--- src/hrt_pkg.sv ---
// ------------------------------------------------------------
// Home reference tracker constants
// ------------------------------------------------------------
package hrt_pkg;
   localparam int ADDR_W = 8;
   localparam int DATA_W = 32;

   // Register offsets (plain port, word per offset)
   localparam logic [7:0] REG_GENERAL_CONFIG = 8'h00;
   localparam logic [7:0] REG_REF_SWITCH_CONFIG = 8'h01;
   localparam logic [7:0] REG_EVENT_FLAGS = 8'h0e;
   localparam logic [7:0] REG_HOME_MARGIN = 8'h1e;
   localparam logic [7:0] REG_HOME_POSITION = 8'h20;
   localparam logic [7:0] REG_STATUS = 8'h21;

   // Reset values
   localparam logic [31:0] GENERAL_CONFIG_RST = 32'h0000_0000;
   localparam logic [31:0] REF_SWITCH_CONFIG_RST = 32'h0000_0000;
   localparam logic [31:0] HOME_MARGIN_RST = 32'h0000_0000;
   localparam logic [31:0] HOME_POSITION_RST = 32'h0000_0000;

   // general_config fields
   localparam int GC_INVERT_ARRIVAL = 16;

   // reference_switch_config fields
   localparam int RC_ARM = 0;
   localparam int RC_EVENT_LSB = 1;
   localparam int RC_EVENT_MSB = 4;
   localparam int RC_LEFT_AS_HOME = 5;
   localparam int RC_RIGHT_AS_HOME = 6;
   localparam int RC_POL_LEFT = 7;
   localparam int RC_POL_RIGHT = 8;

   // event_flags fields
   localparam int EV_LATCH_DONE = 0;
   localparam int EV_STOP_LEFT = 1;
   localparam int EV_STOP_RIGHT = 2;

   // status fields
   localparam int ST_HOME_ERROR = 0;
   localparam int ST_ARRIVAL = 1;
   localparam int ST_LEFT_ACTIVE = 2;
   localparam int ST_RIGHT_ACTIVE = 3;
   localparam int ST_ARMED = 4;

   // Home event codes, high-active form; low-active codes are their complements
   localparam logic [3:0] HEV_DIRECTION = 4'h3;
   localparam logic [3:0] HEV_CENTER = 4'h6;
   localparam logic [3:0] HEV_LEFT_EDGE = 4'h2;
   localparam logic [3:0] HEV_RIGHT_EDGE = 4'h4;

   // Synchroniser depth
   localparam int SYNC_STAGES = 2;

   typedef enum logic [1:0] {STP_IDLE, STP_WAIT_ENTER, STP_WAIT_EXIT} hrt_stop_state_t;
endpackage : hrt_pkg

--- src/hrt_top.sv ---
// The strobed register port was chosen for this implementation.
`timescale 1ns/10ps
// ------------------------------------------------------------
// Home reference tracker
// ------------------------------------------------------------
// Notes on behaviour
// - While armed, next selected home event copies actual position, or for centre codes the entry/exit midpoint, to home.
// - Arm bit clears itself once latch-done is cleared after a capture.
// - A capture sets latch-done in the event register.
// - Software writes overwrite the home position directly.
// - Eight event codes; high-active codes put home at centre, left, right.
// - Low-active codes put home at centre, right or left of low region.
// - Direction codes say low input lies on negative or positive side.
// - Home error flags input level inconsistent with home and event code.
// - Home error not evaluated inside home plus or minus margin, inclusive.
// - Left stop as home: event only after home range crossed.
// - Right stop as home: event only after home range crossed.
// - Arrival output follows actual equal to target position.
// - Arrival output high-active by default, bit 16 inverts it.
// - Event bits stay set until event register is read or written.
module hrt_top (
   input wire logic clk_in, // System clock, 50 MHz
   input wire logic reset_in, // Synchronous reset, high
   input wire logic [hrt_pkg::ADDR_W-1:0] address_in, // Register offset
   input wire logic [hrt_pkg::DATA_W-1:0] write_data_in, // Write data
   input wire logic write_strobe_in, // One-cycle write
   input wire logic read_strobe_in, // One-cycle read
   output logic [hrt_pkg::DATA_W-1:0] read_data_out, // Read data, cycle after strobe
   input wire logic [31:0] actual_position_in, // Signed actual position
   input wire logic [31:0] target_position_in, // Signed target position
   input wire logic home_switch_in, // Home switch level
   input wire logic left_stop_input_in, // Left stop switch level
   input wire logic right_stop_input_in, // Right stop switch level
   output logic arrival_out, // Target reached pin
   output logic home_error_out, // Live home error
   output logic latch_done_out, // Sticky latch-done event
   output logic stop_left_event_out, // Sticky left stop event
   output logic stop_right_event_out, // Sticky right stop event
   output logic [31:0] home_position_out // Home position register
);
   import hrt_pkg::*;

   // ------------------------------------------------------------
   // Declarations
   // ------------------------------------------------------------
   logic [31:0] general_config_r;
   logic [31:0] ref_config_r;
   logic [31:0] event_flags_r;
   logic [31:0] home_margin_r;
   logic signed [31:0] home_position_r;
   logic signed [31:0] prev_pos_r;
   logic signed [31:0] entry_pos_r;
   logic home_prev_r;
   logic captured_r;
   logic window_r;
   logic arrival_r;
   logic home_error_r;
   logic [2:0] sync_q;
   logic home_now;
   logic left_act;
   logic right_act;
   logic left_stop_pulse;
   logic right_stop_pulse;
   logic [3:0] event_code;
   logic [3:0] norm_code;
   logic home_act;
   logic home_act_prev;
   logic enter;
   logic leave;
   logic moving_pos;
   logic hit;
   logic capture;
   logic code_valid;
   logic expected_act;
   logic home_error_nxt;
   logic signed [31:0] pos;
   logic signed [31:0] cap_val;
   logic signed [32:0] mid_sum;
   logic signed [33:0] pos_w;
   logic signed [33:0] lo_w;
   logic signed [33:0] hi_w;
   logic wr_general;
   logic wr_ref;
   logic wr_margin;
   logic wr_home;
   logic ev_clear;
   logic arm_auto_clear;
   logic [31:0] ev_set;
   logic [31:0] read_mux;
   logic [31:0] status_word;

   assign pos = actual_position_in;

   // ------------------------------------------------------------
   // Switch input sampling
   // ------------------------------------------------------------
   hrt_sync #(
      .WIDTH(3)
   ) u_sync (
      .clk_in(clk_in),
      .reset_in(reset_in),
      .async_in({right_stop_input_in, left_stop_input_in, home_switch_in}),
      .sync_out(sync_q)
   );

   assign home_now = sync_q[0];
   assign left_act = sync_q[1] ^ ref_config_r[RC_POL_LEFT];
   assign right_act = sync_q[2] ^ ref_config_r[RC_POL_RIGHT];

   // ------------------------------------------------------------
   // Home event decode
   // ------------------------------------------------------------
   // code folding
   // Low-active codes are bitwise complements of high-active ones, so fold them
   assign event_code = ref_config_r[RC_EVENT_MSB:RC_EVENT_LSB];
   assign norm_code = event_code[3] ? ~event_code : event_code;
   assign home_act = home_now ^ event_code[3];
   assign home_act_prev = home_prev_r ^ event_code[3];
   assign enter = home_act & ~home_act_prev;
   assign leave = ~home_act & home_act_prev;
   assign moving_pos = pos > prev_pos_r;
   assign mid_sum = {entry_pos_r[31], entry_pos_r} + {pos[31], pos};

   // Transition that marks home for each code
   always_comb begin
      hit = 1'b0;
      cap_val = pos;
      code_valid = 1'b1;
      expected_act = 1'b0;
      case (norm_code)
         HEV_DIRECTION: begin
            hit = enter | leave;
            expected_act = pos > home_position_r;
         end
         HEV_LEFT_EDGE: begin
            hit = (enter & moving_pos) | (leave & ~moving_pos);
         end
         HEV_RIGHT_EDGE: begin
            hit = (enter & ~moving_pos) | (leave & moving_pos);
         end
         HEV_CENTER: begin
            // Midpoint of entry and exit positions
            hit = leave;
            cap_val = mid_sum[32:1];
         end
         default: begin
            code_valid = 1'b0;
         end
      endcase
   end

   assign capture = ref_config_r[RC_ARM] & ~captured_r & hit;

   // Sampling history for edges, direction and centre entry
   always_ff @(posedge clk_in) begin
      if (reset_in) begin
         home_prev_r <= 1'b0;
         prev_pos_r <= '0;
         entry_pos_r <= '0;
      end else begin
         home_prev_r <= home_now;
         prev_pos_r <= pos;
         if (enter) begin
            entry_pos_r <= pos;
         end
      end
   end

   // ------------------------------------------------------------
   // Home range and error
   // ------------------------------------------------------------
   // inclusive window
   // 34-bit math so the bounds never wrap at the ends of the range
   assign pos_w = {{2{pos[31]}}, pos};
   assign lo_w = {{2{home_position_r[31]}}, home_position_r} - {2'b00, home_margin_r};
   assign hi_w = {{2{home_position_r[31]}}, home_position_r} + {2'b00, home_margin_r};

   always_ff @(posedge clk_in) begin
      if (reset_in) begin
         window_r <= 1'b0;
      end else begin
         window_r <= (pos_w >= lo_w) && (pos_w <= hi_w);
      end
   end

   // live error
   // Region codes expect the input inactive outside the margin, so the
   // margin has to cover the whole active region to stay quiet
   assign home_error_nxt = code_valid & ~window_r & (home_act != expected_act);

   always_ff @(posedge clk_in) begin
      if (reset_in) begin
         home_error_r <= 1'b0;
      end else begin
         home_error_r <= home_error_nxt;
      end
   end

   // ------------------------------------------------------------
   // Stop switches
   // ------------------------------------------------------------
   hrt_stop_gate u_left_gate (
      .clk_in(clk_in),
      .reset_in(reset_in),
      .active_in(left_act),
      .as_home_in(ref_config_r[RC_LEFT_AS_HOME]),
      .in_window_in(window_r),
      .event_out(left_stop_pulse)
   );

   hrt_stop_gate u_right_gate (
      .clk_in(clk_in),
      .reset_in(reset_in),
      .active_in(right_act),
      .as_home_in(ref_config_r[RC_RIGHT_AS_HOME]),
      .in_window_in(window_r),
      .event_out(right_stop_pulse)
   );

   // ------------------------------------------------------------
   // Register port
   // ------------------------------------------------------------
   assign wr_general = write_strobe_in && (address_in == REG_GENERAL_CONFIG);
   assign wr_ref = write_strobe_in && (address_in == REG_REF_SWITCH_CONFIG);
   assign wr_margin = write_strobe_in && (address_in == REG_HOME_MARGIN);
   assign wr_home = write_strobe_in && (address_in == REG_HOME_POSITION);
   assign ev_clear = (write_strobe_in || read_strobe_in) && (address_in == REG_EVENT_FLAGS);
   assign arm_auto_clear = ev_clear & event_flags_r[EV_LATCH_DONE] & captured_r;

   // Plain configuration registers
   always_ff @(posedge clk_in) begin
      if (reset_in) begin
         general_config_r <= GENERAL_CONFIG_RST;
         home_margin_r <= HOME_MARGIN_RST;
      end else begin
         if (wr_general) begin
            general_config_r <= write_data_in;
         end
         if (wr_margin) begin
            home_margin_r <= write_data_in;
         end
      end
   end

   // Reference config; a software write beats the automatic disarm
   always_ff @(posedge clk_in) begin
      if (reset_in) begin
         ref_config_r <= REF_SWITCH_CONFIG_RST;
      end else if (wr_ref) begin
         ref_config_r <= write_data_in;
      end else if (arm_auto_clear) begin
         ref_config_r[RC_ARM] <= 1'b0;
      end
   end

   // Capture bookkeeping, rearmed by any write to the reference config
   always_ff @(posedge clk_in) begin
      if (reset_in) begin
         captured_r <= 1'b0;
      end else if (wr_ref || !ref_config_r[RC_ARM]) begin
         captured_r <= 1'b0;
      end else if (capture) begin
         captured_r <= 1'b1;
      end
   end

   // home position
   // A direct software write takes precedence over a capture in the same cycle
   always_ff @(posedge clk_in) begin
      if (reset_in) begin
         home_position_r <= HOME_POSITION_RST;
      end else if (wr_home) begin
         home_position_r <= write_data_in;
      end else if (capture) begin
         home_position_r <= cap_val;
      end
   end

   // sticky events
   // New events win over a clear in the same cycle
   always_comb begin
      ev_set = '0;
      ev_set[EV_LATCH_DONE] = capture;
      ev_set[EV_STOP_LEFT] = left_stop_pulse;
      ev_set[EV_STOP_RIGHT] = right_stop_pulse;
   end

   always_ff @(posedge clk_in) begin
      if (reset_in) begin
         event_flags_r <= '0;
      end else begin
         event_flags_r <= (ev_clear ? '0 : event_flags_r) | ev_set;
      end
   end

   // Status word of live state
   always_comb begin
      status_word = '0;
      status_word[ST_HOME_ERROR] = home_error_r;
      status_word[ST_ARRIVAL] = arrival_r;
      status_word[ST_LEFT_ACTIVE] = left_act;
      status_word[ST_RIGHT_ACTIVE] = right_act;
      status_word[ST_ARMED] = ref_config_r[RC_ARM];
   end

   // Read decode; unmapped offsets read as zero
   always_comb begin
      case (address_in)
         REG_GENERAL_CONFIG: read_mux = general_config_r;
         REG_REF_SWITCH_CONFIG: read_mux = ref_config_r;
         REG_EVENT_FLAGS: read_mux = event_flags_r;
         REG_HOME_MARGIN: read_mux = home_margin_r;
         REG_HOME_POSITION: read_mux = home_position_r;
         REG_STATUS: read_mux = status_word;
         default: read_mux = '0;
      endcase
   end

   // Read data valid only in the cycle after the strobe
   always_ff @(posedge clk_in) begin
      if (reset_in) begin
         read_data_out <= '0;
      end else begin
         read_data_out <= read_strobe_in ? read_mux : '0;
      end
   end

   // ------------------------------------------------------------
   // Arrival output
   // ------------------------------------------------------------
   // arrival polarity
   always_ff @(posedge clk_in) begin
      if (reset_in) begin
         arrival_r <= 1'b0;
         arrival_out <= 1'b0;
      end else begin
         arrival_r <= actual_position_in == target_position_in;
         arrival_out <= (actual_position_in == target_position_in) ^ general_config_r[GC_INVERT_ARRIVAL];
      end
   end

   // Mirror outputs straight from flops
   always_ff @(posedge clk_in) begin
      if (reset_in) begin
         home_error_out <= 1'b0;
         latch_done_out <= 1'b0;
         stop_left_event_out <= 1'b0;
         stop_right_event_out <= 1'b0;
         home_position_out <= '0;
      end else begin
         home_error_out <= home_error_nxt;
         latch_done_out <= (ev_clear ? 1'b0 : event_flags_r[EV_LATCH_DONE]) | capture;
         stop_left_event_out <= (ev_clear ? 1'b0 : event_flags_r[EV_STOP_LEFT]) | left_stop_pulse;
         stop_right_event_out <= (ev_clear ? 1'b0 : event_flags_r[EV_STOP_RIGHT]) | right_stop_pulse;
         home_position_out <= wr_home ? write_data_in : (capture ? cap_val : home_position_r);
      end
   end

   // ------------------------------------------------------------
   // Checks
   // ------------------------------------------------------------
   a_capture_takes_pos: assert property (@(posedge clk_in) disable iff (reset_in)
      (capture && !wr_home) |=> (home_position_r == $past(cap_val)))
      else $error("home position did not take the captured value");

   a_capture_sets_done: assert property (@(posedge clk_in) disable iff (reset_in)
      capture |=> (event_flags_r[EV_LATCH_DONE] && latch_done_out))
      else $error("capture did not raise latch-done");

   a_arm_auto_clear: assert property (@(posedge clk_in) disable iff (reset_in)
      (arm_auto_clear && !wr_ref) |=> (!ref_config_r[RC_ARM] ##1 !captured_r))
      else $error("arm bit not cleared after latch-done clear");

   a_home_sw_write: assert property (@(posedge clk_in) disable iff (reset_in)
      wr_home |=> (home_position_r == $past(write_data_in) && home_position_out == home_position_r))
      else $error("software write to home position lost");

   a_window_masks_err: assert property (@(posedge clk_in) disable iff (reset_in)
      window_r |=> (!home_error_r && !home_error_out))
      else $error("home error raised inside margin window");

   a_error_raised: assert property (@(posedge clk_in) disable iff (reset_in)
      (code_valid && !window_r && (home_act != expected_act)) |=> home_error_r)
      else $error("inconsistent home level gave no error");

   a_error_is_live: assert property (@(posedge clk_in) disable iff (reset_in)
      (!code_valid) |=> !home_error_r)
      else $error("home error set with no valid event code");

   a_event_holds: assert property (@(posedge clk_in) disable iff (reset_in)
      (event_flags_r[EV_STOP_LEFT] && !ev_clear) |=> event_flags_r[EV_STOP_LEFT])
      else $error("sticky event dropped without a clear");

   a_event_clears: assert property (@(posedge clk_in) disable iff (reset_in)
      (ev_clear && !capture) |=> !event_flags_r[EV_LATCH_DONE])
      else $error("latch-done survived a clear");

   a_arrival_flag: assert property (@(posedge clk_in) disable iff (reset_in)
      (actual_position_in == target_position_in) |=> arrival_r)
      else $error("arrival flag missing at target");

   a_arrival_pol: assert property (@(posedge clk_in) disable iff (reset_in)
      !$past(reset_in) |-> (arrival_out == (arrival_r ^ $past(general_config_r[GC_INVERT_ARRIVAL]))))
      else $error("arrival pin polarity wrong");
endmodule : hrt_top

--- src/hrt_sync.sv ---
`timescale 1ns/10ps
// ------------------------------------------------------------
// Two-stage level synchroniser
// ------------------------------------------------------------
module hrt_sync #(
   parameter int WIDTH = 3
) (
   input wire logic clk_in, // System clock
   input wire logic reset_in, // Synchronous reset, high
   input wire logic [WIDTH-1:0] async_in, // Raw switch levels
   output logic [WIDTH-1:0] sync_out // Synchronised levels
);
   import hrt_pkg::*;

   logic [WIDTH-1:0] meta_r;

   // two flop sync
   // First stage is read only by the second stage
   always_ff @(posedge clk_in) begin
      if (reset_in) begin
         meta_r <= '0;
         sync_out <= '0;
      end else begin
         meta_r <= async_in;
         sync_out <= meta_r;
      end
   end

   a_sync_two_cycle: assert property (@(posedge clk_in) disable iff (reset_in)
      (!$past(reset_in) && !$past(reset_in, 2)) |-> (sync_out == $past(async_in, 2)))
      else $error("synchroniser delay is not two cycles");
endmodule : hrt_sync

--- src/hrt_stop_gate.sv ---
`timescale 1ns/10ps
// ------------------------------------------------------------
// Stop event generator with optional home-range gating
// ------------------------------------------------------------
module hrt_stop_gate (
   input wire logic clk_in, // System clock
   input wire logic reset_in, // Synchronous reset, high
   input wire logic active_in, // Stop input at active level
   input wire logic as_home_in, // Stop input doubles as home switch
   input wire logic in_window_in, // Position inside home range
   output logic event_out // One-cycle stop event
);
   import hrt_pkg::*;

   logic active_prev_r;
   logic rise;
   hrt_stop_state_t state_r;

   assign rise = active_in & ~active_prev_r;

   // Previous level for edge detection
   always_ff @(posedge clk_in) begin
      if (reset_in) begin
         active_prev_r <= 1'b0;
      end else begin
         active_prev_r <= active_in;
      end
   end

   // range crossing
   // Gated mode fires only after the range was entered and then left
   always_ff @(posedge clk_in) begin
      if (reset_in) begin
         state_r <= STP_IDLE;
         event_out <= 1'b0;
      end else begin
         event_out <= 1'b0;
         case (state_r)
            STP_IDLE: begin
               if (rise && !as_home_in) begin
                  event_out <= 1'b1;
               end else if (rise) begin
                  state_r <= in_window_in ? STP_WAIT_EXIT : STP_WAIT_ENTER;
               end
            end
            STP_WAIT_ENTER: begin
               if (!active_in || !as_home_in) begin
                  state_r <= STP_IDLE;
               end else if (in_window_in) begin
                  state_r <= STP_WAIT_EXIT;
               end
            end
            STP_WAIT_EXIT: begin
               if (!active_in || !as_home_in) begin
                  state_r <= STP_IDLE;
               end else if (!in_window_in) begin
                  event_out <= 1'b1;
                  state_r <= STP_IDLE;
               end
            end
            default: begin
               state_r <= STP_IDLE;
            end
         endcase
      end
   end

   a_stop_gated_wait: assert property (@(posedge clk_in) disable iff (reset_in)
      (as_home_in && state_r == STP_WAIT_ENTER) |=> !event_out)
      else $error("gated stop fired before home range was crossed");

   a_stop_plain_edge: assert property (@(posedge clk_in) disable iff (reset_in)
      (!as_home_in && state_r == STP_IDLE && rise) |=> event_out)
      else $error("ungated stop edge gave no event");
endmodule : hrt_stop_gate

--- config.mk ---
export PLATFORM = sky130hd
export DESIGN_NAME = hrt_top
export DESIGN_NICKNAME = d
export VERILOG_FILES = /design/src/hrt_pkg.sv /design/src/hrt_top.sv /design/src/hrt_sync.sv /design/src/hrt_stop_gate.sv
export SDC_FILE = /design/constraint.sdc
export NUM_CORES = 1
export LEC_CHECK = 0
export BUFFER_PORTS_ARGS = -buffer_cell sky130_fd_sc_hd__buf_2
export CAP_MARGIN = 20
export CORE_UTILIZATION = 55
export CTS_CLUSTER_SIZE = 30
export DETAILED_ROUTE_END_ITERATION = 8
export HOLD_SLACK_MARGIN = 0.05
export PLACE_DENSITY = 0.8
export SKIP_LAST_GASP = 1
export SLEW_MARGIN = 20
export SYNTH_ARGS = -nofsm -noshare
export SYNTH_HDL_FRONTEND = slang
export SYNTH_SLANG_ARGS = --single-unit
--- constraint.sdc ---
create_clock -name clk_in -period 5.5 [get_ports clk_in]
set_input_delay 0.55 -clock clk_in [delete_from_list [all_inputs] [get_ports clk_in]]
set_output_delay 0.55 -clock clk_in [all_outputs]
set_load 0.01 [all_outputs]
; After elaboration in Yosys (flattened, before gate mapping)
; Cells that the tools add are included.
; W data, S select, Z words.
[op_classes]
n_addsub = 3
reduce_logical = 27
n_eq_ne = 23
n_mux = 34
n_lt_le_gt_ge = 4
n_bitwise = 35
[ops]
columns = op, count
row1 = $pmux W32 S6, 1
row2 = $mux W32, 4
row3 = $gt A32 B32 Y1, 2
row4 = $add A32 B33 Y34, 1
row5 = $ge A32 B34 Y1, 1
row6 = $le A32 B34 Y1, 1
row7 = $sub A32 B33 Y34, 1
row8 = $add A32 B32 Y33, 1
row9 = $eq A32 B32 Y1, 1
row10 = $or A32 B3 Y32, 1
row11 = $mux W2, 11
row12 = $eq A8 B6 Y1 const B, 2
row13 = $and A1 B1 Y1, 14
row14 = $mux W1, 12
row15 = $ne A3 B2 Y1 const B, 4
row16 = $pmux W2 S3, 2
row17 = $eq A4 B2 Y1 const B, 2
row18 = $eq A4 B3 Y1 const B, 2
row19 = $eq A8 B1 Y1 const B, 1
row20 = $eq A8 B4 Y1 const B, 1
row21 = $eq A8 B5 Y1 const B, 1
row22 = $logic_and A1 B1 Y1, 8
row23 = $logic_not A8 Y1, 1
row24 = $not A1 Y1, 8
row25 = 18 further kinds, 43
[word_totals]
ff_bits = 279
word_cells = 152
out_inout_bits = 69

; Longest topological paths before layout
[logic_depth]
depth_word = 9
depth_mapped = 25
ltp_nobuf = 25

; Modules after synthesis
; A second synthesis with hierarchy kept.
[unflattened]
hier_cells = 2238
hier_area_um2 = 17859.6
[by_module_without_submodules]
columns = module, area_per_inst_um2, cells_each, n_inst
row1 = hrt_top, 17384.2, 2198, 1
row2 = hrt_stop_gate, 158.9, 14, 2
row3 = hrt_sync, 157.7, 12, 1

; Worst setup path before layout
; OpenSTA, ideal clock, no wires.
[synth_timing]
path_kind = reg-to-reg
start = register, netlist name home_position_out[11]
end = register window_r
arrival_time_ns = 4.108
n_path_buf = 1
period_less_slack_ns = 4.166
setup_time_ns = 0.058
required_ns = 5.442
path_slack_ns = 1.334
stages_incl_launch_ff = 22
cell_sequence = dfxtp_1 ha_1 buf_2 inv_1 or4_1 a221oi_1 o21ba_2 o21ai_1 o41ai_2 a21o_1 a21oi_1 xnor2_1 ha_1 nand4_1 or2_2 nor3_1 nor2_1 a21boi_0 o21ai_0 a21oi_1 o21a_1 o22a_1
[synth_lines]
columns = item, line
row1 = "end signal, assigned", hrt_top.sv:182  ; window_r <= (pos_w >= lo_w) && (pos_w <= hi_w);
row2 = "end, declared", hrt_top.sv:55  ; logic window_r;

; Worst setup path in the final report
[layout_timing]
start = register home_margin_r[11]
end = register window_r
[layout_between]
elab_chain_cells = 3
elab_cells_between_ends = 5
cone_classes = 2 x add/sub / 2 x order compare / 1 x reduce/logical
[layout_lines]
columns = item, line
row1 = "start, declared", hrt_top.sv:49  ; logic [31:0] home_margin_r;
row2 = "start signal, assigned", hrt_top.sv:240  ; home_margin_r <= write_data_in;
row3 = $sub A32 B33 Y34 / $add A32 B33 Y34 (equally long branches), "hrt_top.sv:175, hrt_top.sv:176"
row4 = $ge A32 B34 Y1 / $le A32 B34 Y1 (equally long branches), hrt_top.sv:182
row5 = $logic_and A1 B1 Y1 (*), hrt_top.sv:182
; Mark *: on every way between the ends. The rest lies on a longest branch, timed or not.
; A chain may end at the register's enable or synchronous reset.

==> qor_table.md <==
| Group | Quantity | Reported |
|---|---|---|
| status | Result of the run | finished, final reports clean |
| global route | Number of global-route vias before repair | 16.53k |
| drt | DRC violations left | 0 |
| placement | Dpl cells | 2833 |
| yosys | Number of synthesized register bits | 247 |
| hold path | Worst Hold Launch | home_switch_in |
| placement | Estimated wirelength of the detail-placed design | 45430 um |
| drt | Iter 0 DRT Violations | 1755 |
| hold path | Hold Crit Class | primary input to flop |
| sta | Clock period minus final worst setup slack | 5.016 ns |
| setup path | Category of the worst setup path launch point | flop |
| floorplanning | Initial standard-cell utilization of the core | 0.5580 |
| setup path | Maximum fanout along the worst path | 7 |
| yosys | Distinct cells, synth | 82 |
| yosys | Ys flop type | sky130_fd_sc_hd__dfxtp_1 |
| drt | Via density per instance | 6.155 |
| floorplanning | Die Outline Area | 0.03374 mm2 |
| clocking | Number of buffers inserted by hold repair at cts | 0 |
| power | Power per cell area | 210.5 mW/mm2 |
| setup path | Crit end category | flop |
| placement | Number of buffers inserted by port buffering | 179 |
| final layout | Final Non-Filler Cells | 2885 |
| final layout | Layout cells sized above 1 | 0.1269 |
| floorplanning | I/O pins | 180 |
| global route | Maximum number of pins on one net before global-route repair | 88 |
| yosys | Dominant cells by area after synthesis | sky130_fd_sc_hd__dfxtp_1, sky130_fd_sc_hd__ha_1, sky130_fd_sc_hd__a21oi_1 |
| sta | Worst-margin pin slew | 1.195 ns |
| sta | Worst clock skew | 0.01872 ns |
| final layout | Design area | 0.02029 mm2 |
| global route | Initial antenna violation count | 0 |
| setup path | Critical Path Slowest Stage Cell | sky130_fd_sc_hd__or4_1 |
| sta | RSZ-0062 raised after global routing | false |
| floorplanning | Core Region | 0.03254 mm2 |
| sta | Final Max Slew Viols | 0 |
| drt | Routed wire length | 59890 um |
| setup path | Startpoint of the worst register-to-register path | home_margin_r[11]$_SDFFE_PP0P_ |
| clocking | Root Buffer | sky130_fd_sc_hd__clkbuf_16 |
| final layout | # nets final | 2766 |
| yosys | Area share of the largest cell type after synthesis | 0.2724 |
| global route | First-pass GRT wire length | 92180 um |
| clocking | Clock insertion delay at the later pin of the skew report | 0.57 ns |
| clocking | Num CTS Buffers | 28 |
| clocking | Count of clock tree sinks | 247 |
| clocking | Post-CTS setup buffer count | 0 |
| sta | Final setup viols | 0 |
| final layout | Fill count | 2950 |
| job | Maximum Capacitance Violations | 0 |
| floorplanning | Placement Rows | 66 |
| placement | Final estimated routing congestion in global placement | 0.9342 |
| yosys | EDFF count, synth | 0 |
| setup path | Beginning of the critical path | home_margin_r[11]$_SDFFE_PP0P_ |
| floorplanning | Width of the die | 183.7 um |
| placement | Cell area after placement | 0.01937 mm2 |
| yosys | Share of flip-flops with an asynchronous set or reset after synthesis | 0 |
| yosys | Proportion of synthesized chip area in sequential cells | 0.2724 |
| yosys | Cell count after synthesis | 2298 |
| yosys | Synthesized area | 0.01815 mm2 |
| setup path | Delay-heaviest family, CP | compound AO/OA/AOI/OAI gates |
| final layout | Area grow syn2layout | 11.77% |
| drt | Number of optimization iterations in the first detailed-route pass | 6 |
| setup path | Combined buffer and inverter count along the critical path | 2 |
| final layout | Share of the core filled with cells in the final layout | 0.6236 |
| clocking | Clock-pin slew of the registers on the worst-case setup and hold paths | 0.06 ns |
| yosys | Syn_area_per_cell | 7.900 um2 |
| setup path | Worst setup path class | flop to flop |
| global route | Total grt overflow | 0 |
| sta | Final worst-path cycle share | 0.9120 |
| drt | Vias | 17.76k |
| setup path | Worst-path cell chain | inv_1 > ha_1 > inv_1 > or4_1 > a221oi_1 > o21ba_2 > o21ai_1 > o41ai_2 > a211oi_1 > o21bai_1 > xnor2_1 > ha_1 > nand4_1 > or2_2 > nor3_1 > nor2_1 > a21boi_0 > o21ai_0 > a21oi_1 > o21a_1 > o22a_1 |
| yosys | Synthesized Nets | 2643 |
| yosys | Warnings from Yosys | 0 |
| setup path | Data arrival time of the critical path | 5.53 ns |
| clocking | Buffers from clock root to sink, at most | 3 |
| sta | Top achievable clock speed | 199.4 MHz |
| sta | Max-slew headroom | 0.1935 |
| power | Maximum resistive drop on vdd | 0.2796 mV |
| clocking | TritonCTS clock tree | done |
| drt | Drt wl/cell | 20.76 um |
| clocking | Total number of H-tree levels | 1 |
| setup path | Crit path required time | 6.01 ns |
| floorplanning | Die height | 183.7 um |
| sta | Post-route setup TNS | 0 ns |
| global route | GRT Resource Usage Total | 0.3494 |
| yosys | Dominant cell type by area after synthesis | sky130_fd_sc_hd__dfxtp_1 |
| clocking | Number of gates resized after CTS | 0 |
| sta | Final Hold Vio Count | 0 |
| setup path | Delay of the slowest cell on the worst path | 0.56 ns |
| final layout | Antenna diode count | 0 |
| drt | Post-detailed-route count of antenna-violating nets | 0 |
| power | Leak | 8.414 nW |
-- cells by family after synthesis --
kind of cell	count (synthesis)	synth area share
simple gates	764	0.1937
flops	247	0.2724
mux	73	0.04246
compound gates	606	0.2196
buf+inv	263	0.05583
fa+ha+maj	234	0.1625
xor+xnor	111	0.05355
-- Yosys cell counts (5+ instances only) --
cell                        count
sky130_fd_sc_hd__o21a_1        14
sky130_fd_sc_hd__or3_1         10
sky130_fd_sc_hd__nor3_1        43
sky130_fd_sc_hd__dfxtp_1      247
sky130_fd_sc_hd__o31ai_1        7
sky130_fd_sc_hd__nand4_1       38
sky130_fd_sc_hd__o21ai_0       62
sky130_fd_sc_hd__a221oi_1       7
sky130_fd_sc_hd__inv_1        150
sky130_fd_sc_hd__o211ai_1      34
sky130_fd_sc_hd__a22oi_1        5
sky130_fd_sc_hd__a211o_1        5
sky130_fd_sc_hd__nor4_1        20
sky130_fd_sc_hd__a21oi_1      251
sky130_fd_sc_hd__a2111oi_0      5
sky130_fd_sc_hd__a31oi_1       11
sky130_fd_sc_hd__or2_2          5
sky130_fd_sc_hd__nor2b_1       65
sky130_fd_sc_hd__xnor2_1       60
sky130_fd_sc_hd__xor2_1        51
sky130_fd_sc_hd__o22ai_1        9
sky130_fd_sc_hd__buf_1          5
sky130_fd_sc_hd__ha_1         231
sky130_fd_sc_hd__mux2i_1       41
sky130_fd_sc_hd__nand2_1      317
sky130_fd_sc_hd__nor2_1       178
sky130_fd_sc_hd__mux2_2        32
sky130_fd_sc_hd__a311o_1        7
sky130_fd_sc_hd__a222oi_1      29
sky130_fd_sc_hd__and2_1         9
sky130_fd_sc_hd__nand3_1       22
sky130_fd_sc_hd__a211oi_1      17
sky130_fd_sc_hd__a21o_1        58
sky130_fd_sc_hd__nand2b_1      26
sky130_fd_sc_hd__buf_2         12
sky130_fd_sc_hd__clkbuf_1      90
sky130_fd_sc_hd__o31a_1         7
sky130_fd_sc_hd__o21bai_1      25
sky130_fd_sc_hd__and3_1        12
-- where the power goes --
part | internal, mW | switching, mW | total, mW
Sequential | 1.81 | 0.0133 | 1.83
Combinational | 0.219 | 0.349 | 0.568
Clock | 1.05 | 0.825 | 1.88
-- metrics by stage --
step	hold WS [ns]	power, mW	setup WS, ns
CTS	0.1830	4.275	0.5489
global placement	0.4174	2.399	0.7492
floorplan	0.4130	2.209	1.334
detailed placement	0.4286	2.421	0.5845
finish	0.1974	4.271	0.4839
global route	0.2102	4.412	0.1290
-- metal layers --
| metal | vias up | share of wire | track usage |
|---|---|---|---|
| met2 | 861 | 0.43 | 0.5311 |
| met5 | - | 0 | 0 |
| li1 | 8386 | - | - |
| met4 | 0 | 0.033 | 0.1230 |
| met1 | 8399 | 0.45 | 0.4938 |
| met3 | 112 | 0.094 | 0.06062 |
-- layout make-up --
class	count	area, um2	share of cell area
Multi-Input combinational cell	1788	12220	0.6021
Tap cell	442	553.0	0.02726
Timing Repair Buffer	202	1075	0.05297
Clock buffer	33	760.7	0.03749
Sequential cell	247	4945	0.2437
Inverter	154	578.1	0.02849
Clock inverter	19	161.4	0.007955
-- cells in the final DEF, fill, tap and decap left out, types with 51 or more instances in the layout --
master and instances:
sky130_fd_sc_hd__nor2b_1 65, sky130_fd_sc_hd__o21ai_0 62, sky130_fd_sc_hd__a21oi_1 251, sky130_fd_sc_hd__dfxtp_1 247
sky130_fd_sc_hd__nand2_1 317, sky130_fd_sc_hd__xnor2_1 60, sky130_fd_sc_hd__a21o_1 58, sky130_fd_sc_hd__nor2_1 178
sky130_fd_sc_hd__buf_2 178, sky130_fd_sc_hd__ha_1 230, sky130_fd_sc_hd__xor2_1 51, sky130_fd_sc_hd__inv_1 150
-- registers in the layout (all words and copies together) (netlist names), 32 cells and up --
name	cells
entry_pos_r	32
read_data_out	32
home_margin_r	32
ref_config_r	32
home_position_out	32
prev_pos_r	32
general_config_r	32
-- worst paths after layout --
| kind | end | slack [ns] | cells past startpoint |
|---|---|---|---|
| worst min register to register | u_sync.sync_out[1]$_SDFF_PP0_ | 0.44 | 1 |
| worst min-delay path | u_sync.meta_r[0]$_SDFF_PP0_ | 0.20 | 2 |
| worst max register to register | window_r$_SDFF_PP0_ | 0.48 | 21 |
| worst max-delay path | window_r$_SDFF_PP0_ | 0.48 | 21 |
Power figures use the tool's default switching activity.
